--- src/inc/tbw_defines.vh ---
// Constants, register map and field layout of the time-base and watchdog unit
// Summary of operation
// - Time-base counter is an 18-bit free-running up-counter on the main clock.
// - Two-bit select picks interval 2^12, 2^14, 2^16 or 2^19 oscillation periods; the code gives 2^11, 2^13, 2^15 or 2^18.
// - Carry out of the selected counter bit sets the time-base overflow flag.
// - Time-base interrupt request is raised while flag set and its enable is one.
// - Counter bits are supplied as divided clocks to other units.
// - Time-base request belongs to interrupt number 16 (10 hex).
// - Two-bit watchdog counter on a chosen carry; unkicked it resets the CPU.
// - Watchdog reset lands between a minimum and maximum set by count clock.
// - Clock-source select bit in clock timer control picks time-base or clock timer.
// - Two-bit watchdog interval field picks the tap used as count clock.
// - Time-base source gives 2^14, 2^16, 2^18 or 2^21 periods, plus or minus; the code gives 2^13, 2^15, 2^17 or 2^20.
// - Clock-timer source gives 2^12, 2^15, 2^16 or 2^17 sub-clock periods, plus or minus.
// - Clearing the time-base counter may lengthen the watchdog time; allowed.
// - Clock timer is a 15-bit free-running up-counter on the sub clock.
`ifndef TBW_DEFINES_VH
`define TBW_DEFINES_VH

// ----------------------------------------
// Widths
// ----------------------------------------
`define TBW_TB_WIDTH 18
`define TBW_CT_WIDTH 15
`define TBW_ADDR_WIDTH 8

// ----------------------------------------
// Register byte offsets
// ----------------------------------------
`define TBW_OFS_TB_CTRL 8'h00
`define TBW_OFS_CT_CTRL 8'h04
`define TBW_OFS_WD_CTRL 8'h08
`define TBW_OFS_INT_STAT 8'h0c
`define TBW_OFS_INT_MASK 8'h10
`define TBW_OFS_TB_COUNT 8'h14
`define TBW_OFS_CT_COUNT 8'h18

// ----------------------------------------
// Field positions
// ----------------------------------------
`define TBW_TB_SEL_LO 0
`define TBW_TB_SEL_HI 1
`define TBW_TB_IRQ_EN 2
`define TBW_TB_FLAG 3
`define TBW_TB_CLEAR 4
`define TBW_TB_IRQNUM_LSB 8
`define TBW_CT_WD_SRC 0
`define TBW_CT_CLEAR 1
`define TBW_WD_SEL_LO 0
`define TBW_WD_SEL_HI 1
`define TBW_WD_KICK 2
`define TBW_WD_ACTIVE 4
`define TBW_WD_CNT_LSB 8
`define TBW_INT_TB 0
`define TBW_INT_CT 1
`define TBW_INT_WD 2

// ----------------------------------------
// Reset values and fixed codes
// ----------------------------------------
`define TBW_TB_IRQ_NUM 8'h10
`define TBW_WD_SRC_RESET 1'b1
`define TBW_INT_BITS 3

// ----------------------------------------
// Counter taps (bit whose carry-out marks the interval)
// ----------------------------------------
`define TBW_TB_TAP0 10
`define TBW_TB_TAP1 12
`define TBW_TB_TAP2 14
`define TBW_TB_TAP3 17
`define TBW_CT_TAP0 9
`define TBW_CT_TAP1 12
`define TBW_CT_TAP2 13
`define TBW_CT_TAP3 14
`define TBW_CT_INT_TAP 14

// ----------------------------------------
// AXI responses
// ----------------------------------------
`define TBW_RESP_OKAY 2'b00
`define TBW_RESP_SLVERR 2'b10

`endif

--- src/verilog/tbw_clock_timer.v ---
// Sub-clock driven free-running clock timer with per-bit carry pulses
`timescale 1ns/1ps
`default_nettype none
`include "tbw_defines.vh"

module tbw_clock_timer #(
    parameter WIDTH = `TBW_CT_WIDTH
) (
    // Clock and reset
    input wire mclk,
    input wire rst,
    // Control
    input wire subClkTick,
    input wire ctClear,
    // Status
    output reg [WIDTH-1:0] ctCount,
    output reg [WIDTH-1:0] ctCarry
);

// ----------------------------------------
// Carry chain
// ----------------------------------------
wire [WIDTH-1:0] ctAllOnes;

genvar i;
generate
    for (i = 0; i < WIDTH; i = i + 1)
    begin : gCarry
        if (i == 0)
        begin : gFirst
            assign ctAllOnes[i] = ctCount[i];
        end
        else
        begin : gRest
            assign ctAllOnes[i] = ctAllOnes[i-1] & ctCount[i];
        end
        // Pulse when this bit carries out on the next count
        always @(posedge mclk)
        begin
            if (rst)
                ctCarry[i] <= 1'b0;
            else
                ctCarry[i] <= subClkTick & ~ctClear & ctAllOnes[i];
        end
    end
endgenerate

// ----------------------------------------
// Counter
// ----------------------------------------
always @(posedge mclk)
begin
    if (rst)
        ctCount <= {WIDTH{1'b0}};
    else if (ctClear)
        ctCount <= {WIDTH{1'b0}};
    else if (subClkTick)
        ctCount <= ctCount + {{(WIDTH-1){1'b0}}, 1'b1};
end

endmodule
`default_nettype wire

--- src/verilog/tbw_timebase_watchdog.v ---
// Time-base interval timer and watchdog with an AXI4-Lite register slave
//
// Design decisions made here: register access over AXI4-Lite and the register offsets.
`timescale 1ns/1ps
`default_nettype none
`include "tbw_defines.vh"

module tbw_timebase_watchdog #(
    parameter TB_WIDTH = `TBW_TB_WIDTH,
    parameter CT_WIDTH = `TBW_CT_WIDTH
) (
    // Clock and reset
    input wire mclk,
    input wire rst,
    // Sub clock, one mclk-wide pulse per sub-clock period
    input wire subClkTick,
    // AXI4-Lite write address
    input wire [`TBW_ADDR_WIDTH-1:0] s_axi_awaddr,
    input wire s_axi_awvalid,
    output reg s_axi_awready,
    // AXI4-Lite write data
    input wire [31:0] s_axi_wdata,
    input wire [3:0] s_axi_wstrb,
    input wire s_axi_wvalid,
    output reg s_axi_wready,
    // AXI4-Lite write response
    output reg [1:0] s_axi_bresp,
    output reg s_axi_bvalid,
    input wire s_axi_bready,
    // AXI4-Lite read address
    input wire [`TBW_ADDR_WIDTH-1:0] s_axi_araddr,
    input wire s_axi_arvalid,
    output reg s_axi_arready,
    // AXI4-Lite read data
    output reg [31:0] s_axi_rdata,
    output reg [1:0] s_axi_rresp,
    output reg s_axi_rvalid,
    input wire s_axi_rready,
    // Divided clocks and requests
    output reg [TB_WIDTH-1:0] tbDiv,
    output reg tbIrq,
    output reg irq,
    output reg wdCpuReset
);

// ----------------------------------------
// State
// ----------------------------------------
reg [1:0] tbIntervalSel;
reg tbIrqEnable;
reg tbOverflowFlag;
reg wdClockSourceSel;
reg [1:0] wdIntervalSel;
reg wdActive;
reg [1:0] wdCount;
reg [`TBW_INT_BITS-1:0] intStatus;
reg [`TBW_INT_BITS-1:0] intMask;
reg [31:0] next_rdata;
reg next_rdOk;
reg tbTapCarry;
reg wdSkip;
wire wdTbCarry;
wire wdCtCarry;
wire wdPhase;
wire [3:0] tbTapCarries;
wire [3:0] ctTapCarries;
wire [3:0] tbTapPhases;
wire [3:0] ctTapPhases;
wire [CT_WIDTH-1:0] ctCount;
wire [CT_WIDTH-1:0] ctCarry;
wire [TB_WIDTH-1:0] tbAllOnes;
wire wrFire;
wire wrByte0;
wire tbClear;
wire ctClear;
wire wdKick;
wire wdTick;
wire wdExpire;
wire tbSet;
wire [`TBW_INT_BITS-1:0] intEvents;
wire [`TBW_INT_BITS-1:0] next_intStatus;

// ----------------------------------------
// Write decode
// ----------------------------------------
// Address and data are taken together in one handshake
assign wrFire = s_axi_awvalid & s_axi_wvalid & ~s_axi_awready & ~s_axi_bvalid;
assign wrByte0 = wrFire & s_axi_wstrb[0];
assign tbClear = wrByte0 & (s_axi_awaddr == `TBW_OFS_TB_CTRL)
    & s_axi_wdata[`TBW_TB_CLEAR];
assign ctClear = wrByte0 & (s_axi_awaddr == `TBW_OFS_CT_CTRL)
    & s_axi_wdata[`TBW_CT_CLEAR];
assign wdKick = wrByte0 & (s_axi_awaddr == `TBW_OFS_WD_CTRL)
    & s_axi_wdata[`TBW_WD_KICK];

// ----------------------------------------
// Time-base counter
// ----------------------------------------
genvar i;
generate
    for (i = 0; i < TB_WIDTH; i = i + 1)
    begin : gTbCarry
        if (i == 0)
        begin : gFirst
            assign tbAllOnes[i] = tbDiv[i];
        end
        else
        begin : gRest
            assign tbAllOnes[i] = tbAllOnes[i-1] & tbDiv[i];
        end
    end
endgenerate

// Counter doubles as the divided-clock output bus
always @(posedge mclk)
begin
    if (rst)
        tbDiv <= {TB_WIDTH{1'b0}};
    else if (tbClear)
        tbDiv <= {TB_WIDTH{1'b0}};
    else
        tbDiv <= tbDiv + {{(TB_WIDTH-1){1'b0}}, 1'b1};
end

// Carry of the selected interval bit; a clear swallows it
always @*
begin
    case (tbIntervalSel)
        2'd0: tbTapCarry = tbAllOnes[`TBW_TB_TAP0];
        2'd1: tbTapCarry = tbAllOnes[`TBW_TB_TAP1];
        2'd2: tbTapCarry = tbAllOnes[`TBW_TB_TAP2];
        2'd3: tbTapCarry = tbAllOnes[`TBW_TB_TAP3];
        default: tbTapCarry = 1'b0;
    endcase
end

assign tbSet = tbTapCarry & ~tbClear;

// ----------------------------------------
// Clock timer
// ----------------------------------------
tbw_clock_timer #(
    .WIDTH(CT_WIDTH)
) uClockTimer (
    .mclk(mclk),
    .rst(rst),
    .subClkTick(subClkTick),
    .ctClear(ctClear),
    .ctCount(ctCount),
    .ctCarry(ctCarry)
);

// ----------------------------------------
// Watchdog
// ----------------------------------------
// Carries and phase bits per interval code, code 0 in bit 0
assign tbTapCarries = {tbAllOnes[`TBW_TB_TAP3], tbAllOnes[`TBW_TB_TAP2],
    tbAllOnes[`TBW_TB_TAP1], tbAllOnes[`TBW_TB_TAP0]};
assign ctTapCarries = {ctCarry[`TBW_CT_TAP3], ctCarry[`TBW_CT_TAP2],
    ctCarry[`TBW_CT_TAP1], ctCarry[`TBW_CT_TAP0]};
assign tbTapPhases = {tbDiv[`TBW_TB_TAP3], tbDiv[`TBW_TB_TAP2],
    tbDiv[`TBW_TB_TAP1], tbDiv[`TBW_TB_TAP0]};
assign ctTapPhases = {ctCount[`TBW_CT_TAP3], ctCount[`TBW_CT_TAP2],
    ctCount[`TBW_CT_TAP1], ctCount[`TBW_CT_TAP0]};
assign wdTbCarry = tbTapCarries[wdIntervalSel];
assign wdCtCarry = ctTapCarries[wdIntervalSel];
// Tap bit high: the next carry is at most half a period away
assign wdPhase = wdClockSourceSel ? tbTapPhases[wdIntervalSel] : ctTapPhases[wdIntervalSel];

// Clearing the time-base restarts its carry, so the wait may stretch
assign wdTick = wdClockSourceSel ? (wdTbCarry & ~tbClear) : wdCtCarry;
// Fourth counted carry ends the wait: reset lies 3.5 to 4.5 periods after a kick
assign wdExpire = wdActive & wdTick & ~wdSkip & (wdCount == 2'd3) & ~wdKick;

always @(posedge mclk)
begin
    if (rst)
    begin
        wdActive <= 1'b0;
        wdCount <= 2'd0;
        wdSkip <= 1'b0;
        wdCpuReset <= 1'b0;
    end
    else
    begin
        wdCpuReset <= wdExpire;
        if (wdKick)
        begin
            // Kick late in a period skips the next carry; phase from the old tap
            wdActive <= 1'b1;
            wdCount <= 2'd0;
            wdSkip <= wdPhase & ~wdTick;
        end
        else if (wdActive & wdTick & wdSkip)
            wdSkip <= 1'b0;
        else if (wdActive & wdTick)
            wdCount <= wdCount + 2'd1;
    end
end

// ----------------------------------------
// Control registers
// ----------------------------------------
always @(posedge mclk)
begin
    if (rst)
    begin
        tbIntervalSel <= 2'd0;
        tbIrqEnable <= 1'b0;
        tbOverflowFlag <= 1'b0;
        wdClockSourceSel <= `TBW_WD_SRC_RESET;
        wdIntervalSel <= 2'd0;
        intMask <= {`TBW_INT_BITS{1'b0}};
    end
    else
    begin
        if (wrByte0 & (s_axi_awaddr == `TBW_OFS_TB_CTRL))
        begin
            tbIntervalSel <= s_axi_wdata[`TBW_TB_SEL_HI:`TBW_TB_SEL_LO];
            tbIrqEnable <= s_axi_wdata[`TBW_TB_IRQ_EN];
        end
        if (wrByte0 & (s_axi_awaddr == `TBW_OFS_CT_CTRL))
            wdClockSourceSel <= s_axi_wdata[`TBW_CT_WD_SRC];
        if (wrByte0 & (s_axi_awaddr == `TBW_OFS_WD_CTRL))
            wdIntervalSel <= s_axi_wdata[`TBW_WD_SEL_HI:`TBW_WD_SEL_LO];
        if (wrByte0 & (s_axi_awaddr == `TBW_OFS_INT_MASK))
            intMask <= s_axi_wdata[`TBW_INT_BITS-1:0];
        // Set beats a same-cycle clear; a written one is ignored
        if (tbSet)
            tbOverflowFlag <= 1'b1;
        else if (wrByte0 & (s_axi_awaddr == `TBW_OFS_TB_CTRL)
            & ~s_axi_wdata[`TBW_TB_FLAG])
            tbOverflowFlag <= 1'b0;
    end
end

// ----------------------------------------
// Interrupts
// ----------------------------------------
assign intEvents = {wdExpire, ctCarry[`TBW_CT_INT_TAP], tbSet};
assign next_intStatus = (intStatus
    & ~({`TBW_INT_BITS{wrByte0 & (s_axi_awaddr == `TBW_OFS_INT_STAT)}}
    & s_axi_wdata[`TBW_INT_BITS-1:0])) | intEvents;

always @(posedge mclk)
begin
    if (rst)
    begin
        intStatus <= {`TBW_INT_BITS{1'b0}};
        irq <= 1'b0;
        tbIrq <= 1'b0;
    end
    else
    begin
        intStatus <= next_intStatus;
        irq <= |(next_intStatus & intMask);
        // Request line for interrupt number 16
        tbIrq <= tbIrqEnable & (tbOverflowFlag | tbSet);
    end
end

// ----------------------------------------
// AXI write channel
// ----------------------------------------
always @(posedge mclk)
begin
    if (rst)
    begin
        s_axi_awready <= 1'b0;
        s_axi_wready <= 1'b0;
        s_axi_bvalid <= 1'b0;
        s_axi_bresp <= `TBW_RESP_OKAY;
    end
    else
    begin
        s_axi_awready <= wrFire;
        s_axi_wready <= wrFire;
        if (wrFire)
        begin
            s_axi_bvalid <= 1'b1;
            case (s_axi_awaddr)
                `TBW_OFS_TB_CTRL, `TBW_OFS_CT_CTRL, `TBW_OFS_WD_CTRL,
                `TBW_OFS_INT_STAT, `TBW_OFS_INT_MASK, `TBW_OFS_TB_COUNT,
                `TBW_OFS_CT_COUNT: s_axi_bresp <= `TBW_RESP_OKAY;
                default: s_axi_bresp <= `TBW_RESP_SLVERR;
            endcase
        end
        else if (s_axi_bready)
            s_axi_bvalid <= 1'b0;
    end
end

// ----------------------------------------
// AXI read channel
// ----------------------------------------
always @*
begin
    next_rdata = 32'h00000000;
    next_rdOk = 1'b1;
    case (s_axi_araddr)
        `TBW_OFS_TB_CTRL:
        begin
            next_rdata[`TBW_TB_SEL_HI:`TBW_TB_SEL_LO] = tbIntervalSel;
            next_rdata[`TBW_TB_IRQ_EN] = tbIrqEnable;
            next_rdata[`TBW_TB_FLAG] = tbOverflowFlag;
            next_rdata[`TBW_TB_IRQNUM_LSB+7:`TBW_TB_IRQNUM_LSB] = `TBW_TB_IRQ_NUM;
        end
        `TBW_OFS_CT_CTRL: next_rdata[`TBW_CT_WD_SRC] = wdClockSourceSel;
        `TBW_OFS_WD_CTRL:
        begin
            next_rdata[`TBW_WD_SEL_HI:`TBW_WD_SEL_LO] = wdIntervalSel;
            next_rdata[`TBW_WD_ACTIVE] = wdActive;
            next_rdata[`TBW_WD_CNT_LSB+1:`TBW_WD_CNT_LSB] = wdCount;
        end
        `TBW_OFS_INT_STAT: next_rdata[`TBW_INT_BITS-1:0] = intStatus;
        `TBW_OFS_INT_MASK: next_rdata[`TBW_INT_BITS-1:0] = intMask;
        `TBW_OFS_TB_COUNT: next_rdata[TB_WIDTH-1:0] = tbDiv;
        `TBW_OFS_CT_COUNT: next_rdata[CT_WIDTH-1:0] = ctCount;
        default: next_rdOk = 1'b0;
    endcase
end

always @(posedge mclk)
begin
    if (rst)
    begin
        s_axi_arready <= 1'b0;
        s_axi_rvalid <= 1'b0;
        s_axi_rdata <= 32'h00000000;
        s_axi_rresp <= `TBW_RESP_OKAY;
    end
    else
    begin
        s_axi_arready <= s_axi_arvalid & ~s_axi_arready & ~s_axi_rvalid;
        if (s_axi_arvalid & ~s_axi_arready & ~s_axi_rvalid)
        begin
            s_axi_rvalid <= 1'b1;
            s_axi_rdata <= next_rdata;
            s_axi_rresp <= next_rdOk ? `TBW_RESP_OKAY : `TBW_RESP_SLVERR;
        end
        else if (s_axi_rready)
            s_axi_rvalid <= 1'b0;
    end
end

endmodule
`default_nettype wire

--- config.mk ---
export PLATFORM = sky130hd
export DESIGN_NAME = tbw_timebase_watchdog
export DESIGN_NICKNAME = d
export VERILOG_FILES = /design/src/verilog/tbw_clock_timer.v /design/src/verilog/tbw_timebase_watchdog.v
export VERILOG_INCLUDE_DIRS = /design/src /design/src/inc
export SDC_FILE = /design/constraint.sdc
export NUM_CORES = 1
export LEC_CHECK = 0
export ABC_AREA = 1
export BUFFER_PORTS_ARGS = -buffer_cell sky130_fd_sc_hd__buf_2
export CAP_MARGIN = 20
export CORE_MARGIN = 3
export CORE_UTILIZATION = 47
export DETAILED_ROUTE_END_ITERATION = 16
export PLACE_DENSITY = 0.75
export SLEW_MARGIN = 5
export SYNTH_ARGS = -nofsm -noshare
export SYNTH_HDL_FRONTEND = slang
export SYNTH_SLANG_ARGS = --single-unit
--- constraint.sdc ---
create_clock -name mclk -period 1.58 [get_ports mclk]
set_clock_uncertainty 0.1 [all_clocks]
set_input_delay 0.079 -clock mclk [delete_from_list [all_inputs] [get_ports mclk]]
set_output_delay 0.079 -clock mclk [all_outputs]
set_load 0.02 [all_outputs]
* After elaboration in Yosys (flattened, before gate mapping)
Cells that the tools add are included.
** Storage, ports and cells
- Bits in registers :: 83
- Input port bits :: 60
- Logic and storage cells :: 169
- Output and inout bits :: 62
** Cells by class
- Bitwise logic cells :: 77
- Mux-type cells :: 32
- Reduce and logical (&&, ||, !) cells :: 14
- Magnitude comparators :: 1
- Add/subtract/negate cells :: 3
- Equality and inequality tests :: 16
** Operator list (count)
- AND 1 bit :: 60
- equality test 8 x 5 -> 1 bit, second input constant :: 6
- equality test 8 x 4 -> 1 bit, second input constant :: 4
- adder 18 x 1 -> 18 bit, second input constant :: 1
- equality test 8 x 3 -> 1 bit, second input constant :: 2
- logical NOT 8 bit :: 2
- 2-to-1 mux 1 bit :: 16
- adder 15 x 1 -> 15 bit, second input constant :: 1
- case mux 5 bit (3 select lines) :: 1
- OR reduction 7 bit :: 2
- inverter 1 bit :: 11
- AND 3 bit :: 3
- binary-select mux 1 bit (select 2 bit) :: 4
- nonzero test 2 bit :: 4
- case mux 1 bit (7 select lines) :: 1
- equality test 2 bit, second input constant :: 3
- 2-to-1 mux 2 bit :: 3
- case mux 1 bit (3 select lines) :: 2
- case mux 1 bit (6 select lines) :: 1
- case mux 2 bit (3 select lines) :: 1
- case mux 3 bit (2 select lines) :: 1
- OR reduction 2 bit :: 3
- case mux 1 bit (5 select lines) :: 1
- case mux 1 bit (4 select lines) :: 1
- 9 further kinds :: 9

* Logic depth before layout (Yosys ltp)
Gate-level depths: netlist of the first run.
- Word-level depth :: 28
- Mapped depth :: 11
- Gate-level depth less buffers :: 11

* Cells and area by module
Synthesis of the first run repeated with hierarchy kept, for this count alone.
** Unflattened totals
- Cell total of the unflattened synthesis :: 623
- Area, all modules :: 4415.5 um^2
** By module, submodules not included
- tbw_timebase_watchdog :: times used 1, cells each 466, area an instance 3209.3 um^2, seq. area each 1241.2 um^2
- tbw_clock_timer :: times used 1, cells each 157, area an instance 1206.2 um^2, seq. area each 600.6 um^2

* Worst setup path after synthesis of the first run
No wires, ideal clock.
- Path kind :: reg2reg
- Start :: register tbDiv[0]
- End :: register tbDiv[16]
- Period minus slack after synthesis :: 1771 ps
- Required time :: 1410 ps
- Buffers on the path :: 0
- Path slack :: -191 ps
- Arrival time :: 1601 ps
- Setup time :: 70 ps
- Cell stages (with the launch flop) :: 12
- Cell sequence :: dfxtp_1 ha_1 nand3_2 nor2_4 nand2_2 nor2_4 nand2_2 nor2_4 nand2_2 nor2_2 nand2_1 a21oi_1
** Between the ends
- Cells in the longest elaborated chain, start to end :: 1
** RTL lines
- from (decl) :: RTL line tbw_timebase_watchdog.v:40 : output reg [TB_WIDTH-1:0] tbDiv,
- from (signal assigned) :: RTL line tbw_timebase_watchdog.v:118 : tbDiv <= {TB_WIDTH{1'b0}};
- from (signal assigned) :: RTL line tbw_timebase_watchdog.v:120 : tbDiv <= {TB_WIDTH{1'b0}};
- from (signal assigned) :: RTL line tbw_timebase_watchdog.v:122 : tbDiv <= tbDiv + {{(TB_WIDTH-1){1'b0}}, 1'b1};
- adder 18 x 1 -> 18 bit :: RTL line tbw_timebase_watchdog.v:122
No other way between the ends.
A chain may end at the register's enable or synchronous reset.

==> results of run 1 <==
[registers in the layout, indices dropped and copies added (netlist names), 2 cells and up]
name and count:
intMask 3, tbIntervalSel 2, uClockTimer.ctCount 15, wdCount 2
intStatus 3, uClockTimer.ctCarry 4, tbDiv 18, wdIntervalSel 2
s_axi_rdata 18
[cells by family (layout without fill, tap and decap cells)]
group | Yosys count | in the layout
flops | 81 | 81
buf+inv | 103 | 228
xor+xnor | 12 | 12
other cells | 1 | 16
compound gates | 110 | 110
simple gates | 249 | 249
fa+ha+maj | 5 | 5
[where the power goes]
part           internal [mW]  switching, mW  total (mW)
registers               2.08         0.0342        2.11
logic                  0.154          0.273       0.427
clock network          0.729          0.761        1.49
total                   2.96           1.07        4.03
[layout make-up]
type / count / area, sq um / area share [%]
Multi-Input combinational cell: 392 / 2260 / 41.8
Tap cell: 105 / 131 / 2.43
Inverter: 73 / 274 / 5.07
Sequential cell: 81 / 1650 / 30.5
Clock buffer: 11 / 131 / 2.43
Clock inverter: 5 / 56.3 / 1.04
Timing Repair Buffer: 139 / 905 / 16.7
[routing by layer]
layer	GRT usage, %	vias to the layer above	routed length, um
met5	0	-	0
met4	11.3	0	438
met3	4.10	48	982
met2	38.3	217	5440
met1	29.7	1941	4840
li1	-	2061	-
[stage by stage]
step	TNS [ns]	hold WS (ns)	area [sq um]	power (mW)
after floorplan	-0.0288	0.124	4130	2.42
after global placement	-0.115	0.230	4780	2.53
after detailed placement	-0.510	0.242	4780	2.54
after CTS	0	0.00672	5170	4.02
after global routing	-0.916	0.0241	5400	4.17
final	0	0.0132	5400	4.03
[how the worst max path moves through the flow]
| stage | cells after the start | slack, ns | endpoint |
|---|---|---|---|
| after global routing | 10 | -0.15 | irq$_SDFF_PP0_ |
| after CTS | 10 | 0.0006 | irq$_SDFF_PP0_ |
| final | 8 | 0.002 | tbIrqEnable$_SDFFE_PP0P_ |
| after detailed placement | 9 | -0.08 | wdCount[0]$_SDFFE_PP0P_ |
| after floorplan | 11 | -0.03 | tbDiv[16]$_SDFF_PP0_ |
| after global placement | 7 | -0.01 | uClockTimer.ctCount[7]$_SDFFE_PP0P_ |
[repair_timing]
item,CTS,global route
resized for setup,24,45
setup endpoints to repair,22,41
pin swaps,13,18
hold buffers,7,0
buffers inserted,5,11
hold endpoints to repair,13,0
[worst max-delay path, delay by kind of cell (launching register included)]
kind / cells / cell delay (ns)
buffers and inverters: 2 / 0.25
flip-flops: 1 / 0.34
AND/OR/NAND/NOR: 4 / 0.68
AO/OA/AOI/OAI: 2 / 0.15
[layout by cell type, fill, tap and decap left out, types with 3 or more instances in the layout]
master and count:
nand2_1 105, buf_2 74, dfxtp_1 68, inv_1 61, nor2_1 55, buf_4 54
a21oi_1 48, o21ai_0 24, nand3_1 21, conb_1 16, inv_2 12, nor2_4 11
nand2_2 10, xor2_1 10, dfxtp_2 10, clkbuf_8 9, nand3_2 8, nor3_1 7
dlygate4sd3_1 7, nor3_2 6, o22ai_1 5, o211ai_1 5, nand3_4 4, nor2_2 4
nand4_1 4, o21ai_2 4, o21ai_1 4, a211oi_1 3, nor3_4 3, a21oi_2 3
o21a_1 3, o221ai_1 3, ha_1 3, dfxtp_4 3
==> reports/metrics.cfg, run 1 <==
[run_status]
status = finished clean

[floorplan]
die_h_um = 98.8
initial_utilization_pct = 48.7
die_x_um = 98.8
die-area_sq_mm = 0.00975
io-pin-count = 122
core_sq_mm = 0.00830
std_cell_rows = 33

[cts]
cts.path.max_buffers = 2
cts_made_buffers = 9
clk_latency_ns = 0.35
htreeDepth = 3
cts.sinks = 81
cts_tree = yes
clk_pin_slew_ns = 0.08
cts-root-buf = clkbuf_8

[setup_path]
r2r-end = tbIrqEnable$_SDFFE_PP0P_
crit_fanout = 5
worstPathRequired_ns = 1.77
crit_path_max_incr_delay_ns = 0.34
crit_slowest_cell = dfxtp_2
worst_r2r_path_depth = 8
startpoint_type = flip-flop
cp-startpoint = s_axi_wready$_SDFF_PP0_
cp.arrival_ns = 1.77
crit_chain = nor2_4 -> nand3_4 -> nor2_4 -> inv_2 -> nor4_4 -> buf_4 -> o21ai_2 -> a21oi_1
end_kind = flip-flop
regToRegSetupSlack_ns = 0.002
cpMostUsedCell = nor2_4
r2r-start = s_axi_wready$_SDFF_PP0_
crit_type = flip-flop to flip-flop

[sta]
rsz0062_at_grt = true
period_share_pct = 99.9
slew_headroom_pct = 66.8
finalCriticalPeriod_ns = 1.58
setup_slack_ns = 0.00208
clock.fmax_mhz = 634
final_max_slew_viol_count = 0
hold_violations = 0
worstMarginPinSlew_ns = 0.494
setup_viol = 0

[placed_design]
hpwl_um = 8520
globalplace.congestion = 0.945
port_buffers = 75
post-place-ws_ns = -0.0789
post-place-cells = 767

[hold_path]
hold_start = s_axi_awaddr[2]
hold_path_end = tbIntervalSel[0]$_SDFFE_PP0P_
hold_path_class = input port to flip-flop
hold-path-cell-count = 3

[yosys]
synth-seq-cells = 81
synth.most_common_cell = nand2_1
muxShareOfSynthArea_pct = 0
synth_seq_area_share_pct = 40.1
netlist_top_cells_count = nand2_1 (110), dfxtp_1 (81), inv_1 (64)
synth_edf_count = 0
netlist_instances = 561
syn_avg_cell_area_sq_um = 7.21
synthAdderAreaFrac_pct = 1.55
synth_top_family_by_area = simple AND/OR/NAND/NOR gates
yosysWarnings = 0
synth_cell_type_count = 44
synth_xor_xnor_area_share_pct = 2.60
synthSimpleGateAreaFrac_pct = 28.6
synthFlopType = dfxtp_1
synthTopCellsByArea = dfxtp_1 (40%), nand2_1 (10%), a21oi_1 (6.3%), inv_1 (5.9%), nor2_1 (5.8%)
synth_top_cell_by_area = dfxtp_1
yosysTopAreaCellShare_pct = 40.1
async_reset_ff_share_pct = 0
synth_compound_area_share_pct = 15.5
synth_area_sq_mm = 0.00404

[final_layout]
fillers = 703
final_cell_count_no_fill = 806
syn_to_final_growth_pct = 33.6
fin_util_pct = 65.1
nNetsFinal = 761
drive_gt1_share_pct = 33.2
diodes = 0

[power]
leakagePower_nw = 2.39
powerDensity_mw_per_mm2 = 746
peakVddDrop_v = 0.000429

[detailed_routing]
dr.pass1.iters = 5
drtIter0Drc = 283
vias = 4267
drc = 0
wl_um = 11700
ant_nets = 0
drt-vias-per-instance = 5.29
avgRoutedWirePerCell_um = 14.5

[global_route]
grt_max_degree = 25
grtUsageTotal_pct = 23.4
grt_overflow = 0
grt_pass1_vias = 4011
grt_pass1_wl_um = 18400
antenna_found_initial = 0

[run]
maxCapViolCount = 0

No activity file was read; power rests on OpenSTA's default activity.
==> run 2, diff against run 1 <==
Settings changed: BUFFER_PORTS_ARGS -buffer_cell sky130_fd_sc_hd__buf_2 to -buffer_cell sky130_fd_sc_hd__buf_4.
==> run 2 against run 1 <==
Effect of this change: the flow now finishes with violations (negative setup slack); cell count fell by 0.25%; setup slack got worse by 0.058 ns; clock-buffer cell count did not move; non-clock buffer count fell by 2; core utilization rose by 2.1 points; clock power rose by 19%; register-to-register slack got worse by 0.06 ns; critical path type unchanged; critical endpoint is now tbIntervalSel[1]$_SDFFE_PP0P_; largest cell class unchanged.
==> reports/metrics.cfg, run 2 (synthesis gave the netlist of run 1 again) <==
[run_status]
status = finished with violations
failed_checks = negative setup slack

[power]
netSwitchingPower_mw = 1.09  ; +2.0%
leakagePower_nw = 2.41  ; +0.76%
pwr-share-comb_pct = 10.6  ; about the same
power_mw = 4.36  ; +8.1%
swShare_pct = 25.0  ; -1.5 points
clock_power_share_pct = 40.9  ; +3.9 points
powerDensity_mw_per_mm2 = 781  ; +4.7%
intPower_mw = 3.27  ; +10%
seqPwrFrac_pct = 48.5  ; -3.9 points
peakVddDrop_v = 0.000390  ; -9.1%

[cts]
clk_pin_slew_ns = 0.09  ; about the same
cts_tree = yes
cts-root-buf = clkbuf_8
cts.path.max_buffers = 2  ; unchanged
cts_made_buffers = 9  ; unchanged
cts.sinks = 81  ; unchanged
clk_latency_ns = 0.37  ; +0.02 ns
htreeDepth = 3  ; unchanged

[run]
maxCapViolCount = 0  ; unchanged

[global_route]
grt_pass1_vias = 4009  ; -0.050%
antenna_found_initial = 0  ; unchanged
grt_max_degree = 25  ; unchanged
grt_overflow = 0  ; unchanged
grt_pass1_wl_um = 19100  ; +3.4%
grtUsageTotal_pct = 24.1  ; +0.74 points

[setup_path]
startpoint_type = flip-flop
crit_fanout = 6  ; +1
end_kind = flip-flop
cp.arrival_ns = 1.79  ; +0.02 ns
crit_type = flip-flop to flip-flop
worstPathRequired_ns = 1.74  ; -0.03 ns

[placed_design]
globalplace.congestion = 0.941  ; -0.49%
post-place-ws_ns = -0.0759  ; +0.00307 ns
hpwl_um = 8650  ; +1.5%
port_buffers = 75  ; unchanged
post-place-cells = 769  ; +0.26%

[sta]
hold_violations = 0  ; unchanged
period_share_pct = 104  ; +3.7 points
clock.fmax_mhz = 611  ; -3.6%
worstMarginPinSlew_ns = 0.514  ; +0.0199 ns
slew_headroom_pct = 65.7  ; -1.1 points
rsz0062_at_grt = true
final_max_slew_viol_count = 0  ; unchanged
finalCriticalPeriod_ns = 1.64  ; +0.0584 ns
setup_viol = 8  ; +8
setup_slack_ns = -0.0563  ; -0.0584 ns

[final_layout]
final_cell_count_no_fill = 804  ; -0.25%
seqCellArea_sq_mm = 0.00164  ; -0.30%
layout_commonest_cell = buf_4
drive_gt1_share_pct = 31.2  ; -2.1 points
syn_to_final_growth_pct = 37.9
diodes = 0  ; unchanged
fin_util_pct = 67.2  ; +2.1 points
multi_input_area_sq_mm = 0.00220  ; -2.7%
top_regs = s_axi_rdata: 18 flops, tbDiv: 18 flops, uClockTimer.ctCount: 15 flops
nNetsFinal = 759  ; -0.26%
fillers = 693  ; -1.4%
mostFrequentLayoutCells = buf_4 (123), nand2_1 (107), dfxtp_1 (72)

[detailed_routing]
drtIter0Drc = 300  ; +6.0%
drt-vias-per-instance = 5.22  ; -1.3%
avgRoutedWirePerCell_um = 14.4  ; -0.70%
ant_nets = 0  ; unchanged
vias = 4199  ; -1.6%
drc = 0  ; unchanged
wl_um = 11600  ; -0.95%
dr.pass1.iters = 6  ; +1

[floorplan]
core_sq_mm = 0.00830  ; unchanged
die_x_um = 98.8  ; unchanged
initial_utilization_pct = 48.7  ; unchanged
die_h_um = 98.8  ; unchanged
die-area_sq_mm = 0.00975  ; unchanged
io-pin-count = 122  ; unchanged
std_cell_rows = 33  ; unchanged

[hold_path]
hold_path_class = input port to flip-flop

==> run 2: layout make-up <==
class | count | area share [%]
Inverter | 73 | 4.91
Multi-Input combinational cell | 392 | 39.4
Sequential cell | 81 | 29.4
Timing Repair Buffer | 137 | 19.7
Tap cell | 105 | 2.36
Clock inverter | 5 | 1.53
Clock buffer | 11 | 2.74
==> run 2: repair_timing <==
action	4_1_cts	5_1_grt
resized for setup	15	34
hold buffers	9	0
buffers inserted	3	7
hold endpoints to repair	17	0
pin swaps	6	7
endpoints found under the setup margin	10	42
==> run 2: critical path, stage by stage, from the launching register on <==
cell     delay [ns]
dfxtp_2        0.35
nor2_4         0.13
nand3_4        0.11
nor2_4         0.11
inv_2          0.06
nor4_4         0.41
buf_4          0.19
a21oi_1        0.06
==> run 2: final timing paths <==
kind / startpoint / to / slack [ns] / cells after the start
max: s_axi_wready$_SDFF_PP0_ / tbIntervalSel[1]$_SDFFE_PP0P_ / -0.06 / 7
min: s_axi_araddr[2] / s_axi_rdata[1]$_SDFFE_PP0P_ / 0.02 / 4
max reg2reg: s_axi_wready$_SDFF_PP0_ / tbIntervalSel[1]$_SDFFE_PP0P_ / -0.06 / 7
min reg2reg: intMask[2]$_SDFFE_PP0P_ / irq$_SDFF_PP0_ / 0.37 / 2
==> run 2: power groups by stage <==
stage | Sequential (mW) | Combinational (mW) | Clock (mW)
floorplan | 2.20 | 0.219 | 0
global placement | 2.16 | 0.417 | 0
detailed placement | 2.16 | 0.426 | 0
CTS | 2.11 | 0.451 | 1.79
global route | 2.12 | 0.504 | 1.88
finish | 2.11 | 0.462 | 1.78
==> run 2: metal layers <==
layer / vias up / routed length (um) / GRT usage (%) / share of wire [%]
li1: 2068 / - / - / -
met1: 1923 / 4730 / 30.8 / 41
met2: 180 / 5720 / 40.1 / 49
met3: 28 / 842 / 5.10 / 7.3
met4: 0 / 295 / 8.82 / 2.5
met5: - / 0 / 0 / 0
==> run 2: through the flow <==
stage	hold WS [ns]	setup TNS [ns]	area, sq um
after floorplan	0.124	-0.0288	4130
after global placement	0.231	-0.109	4990
after detailed placement	0.236	-0.316	4990
after CTS	0.0157	-0.0267	5400
after global routing	0.0321	-1.66	5580
final	0.0204	-0.235	5580
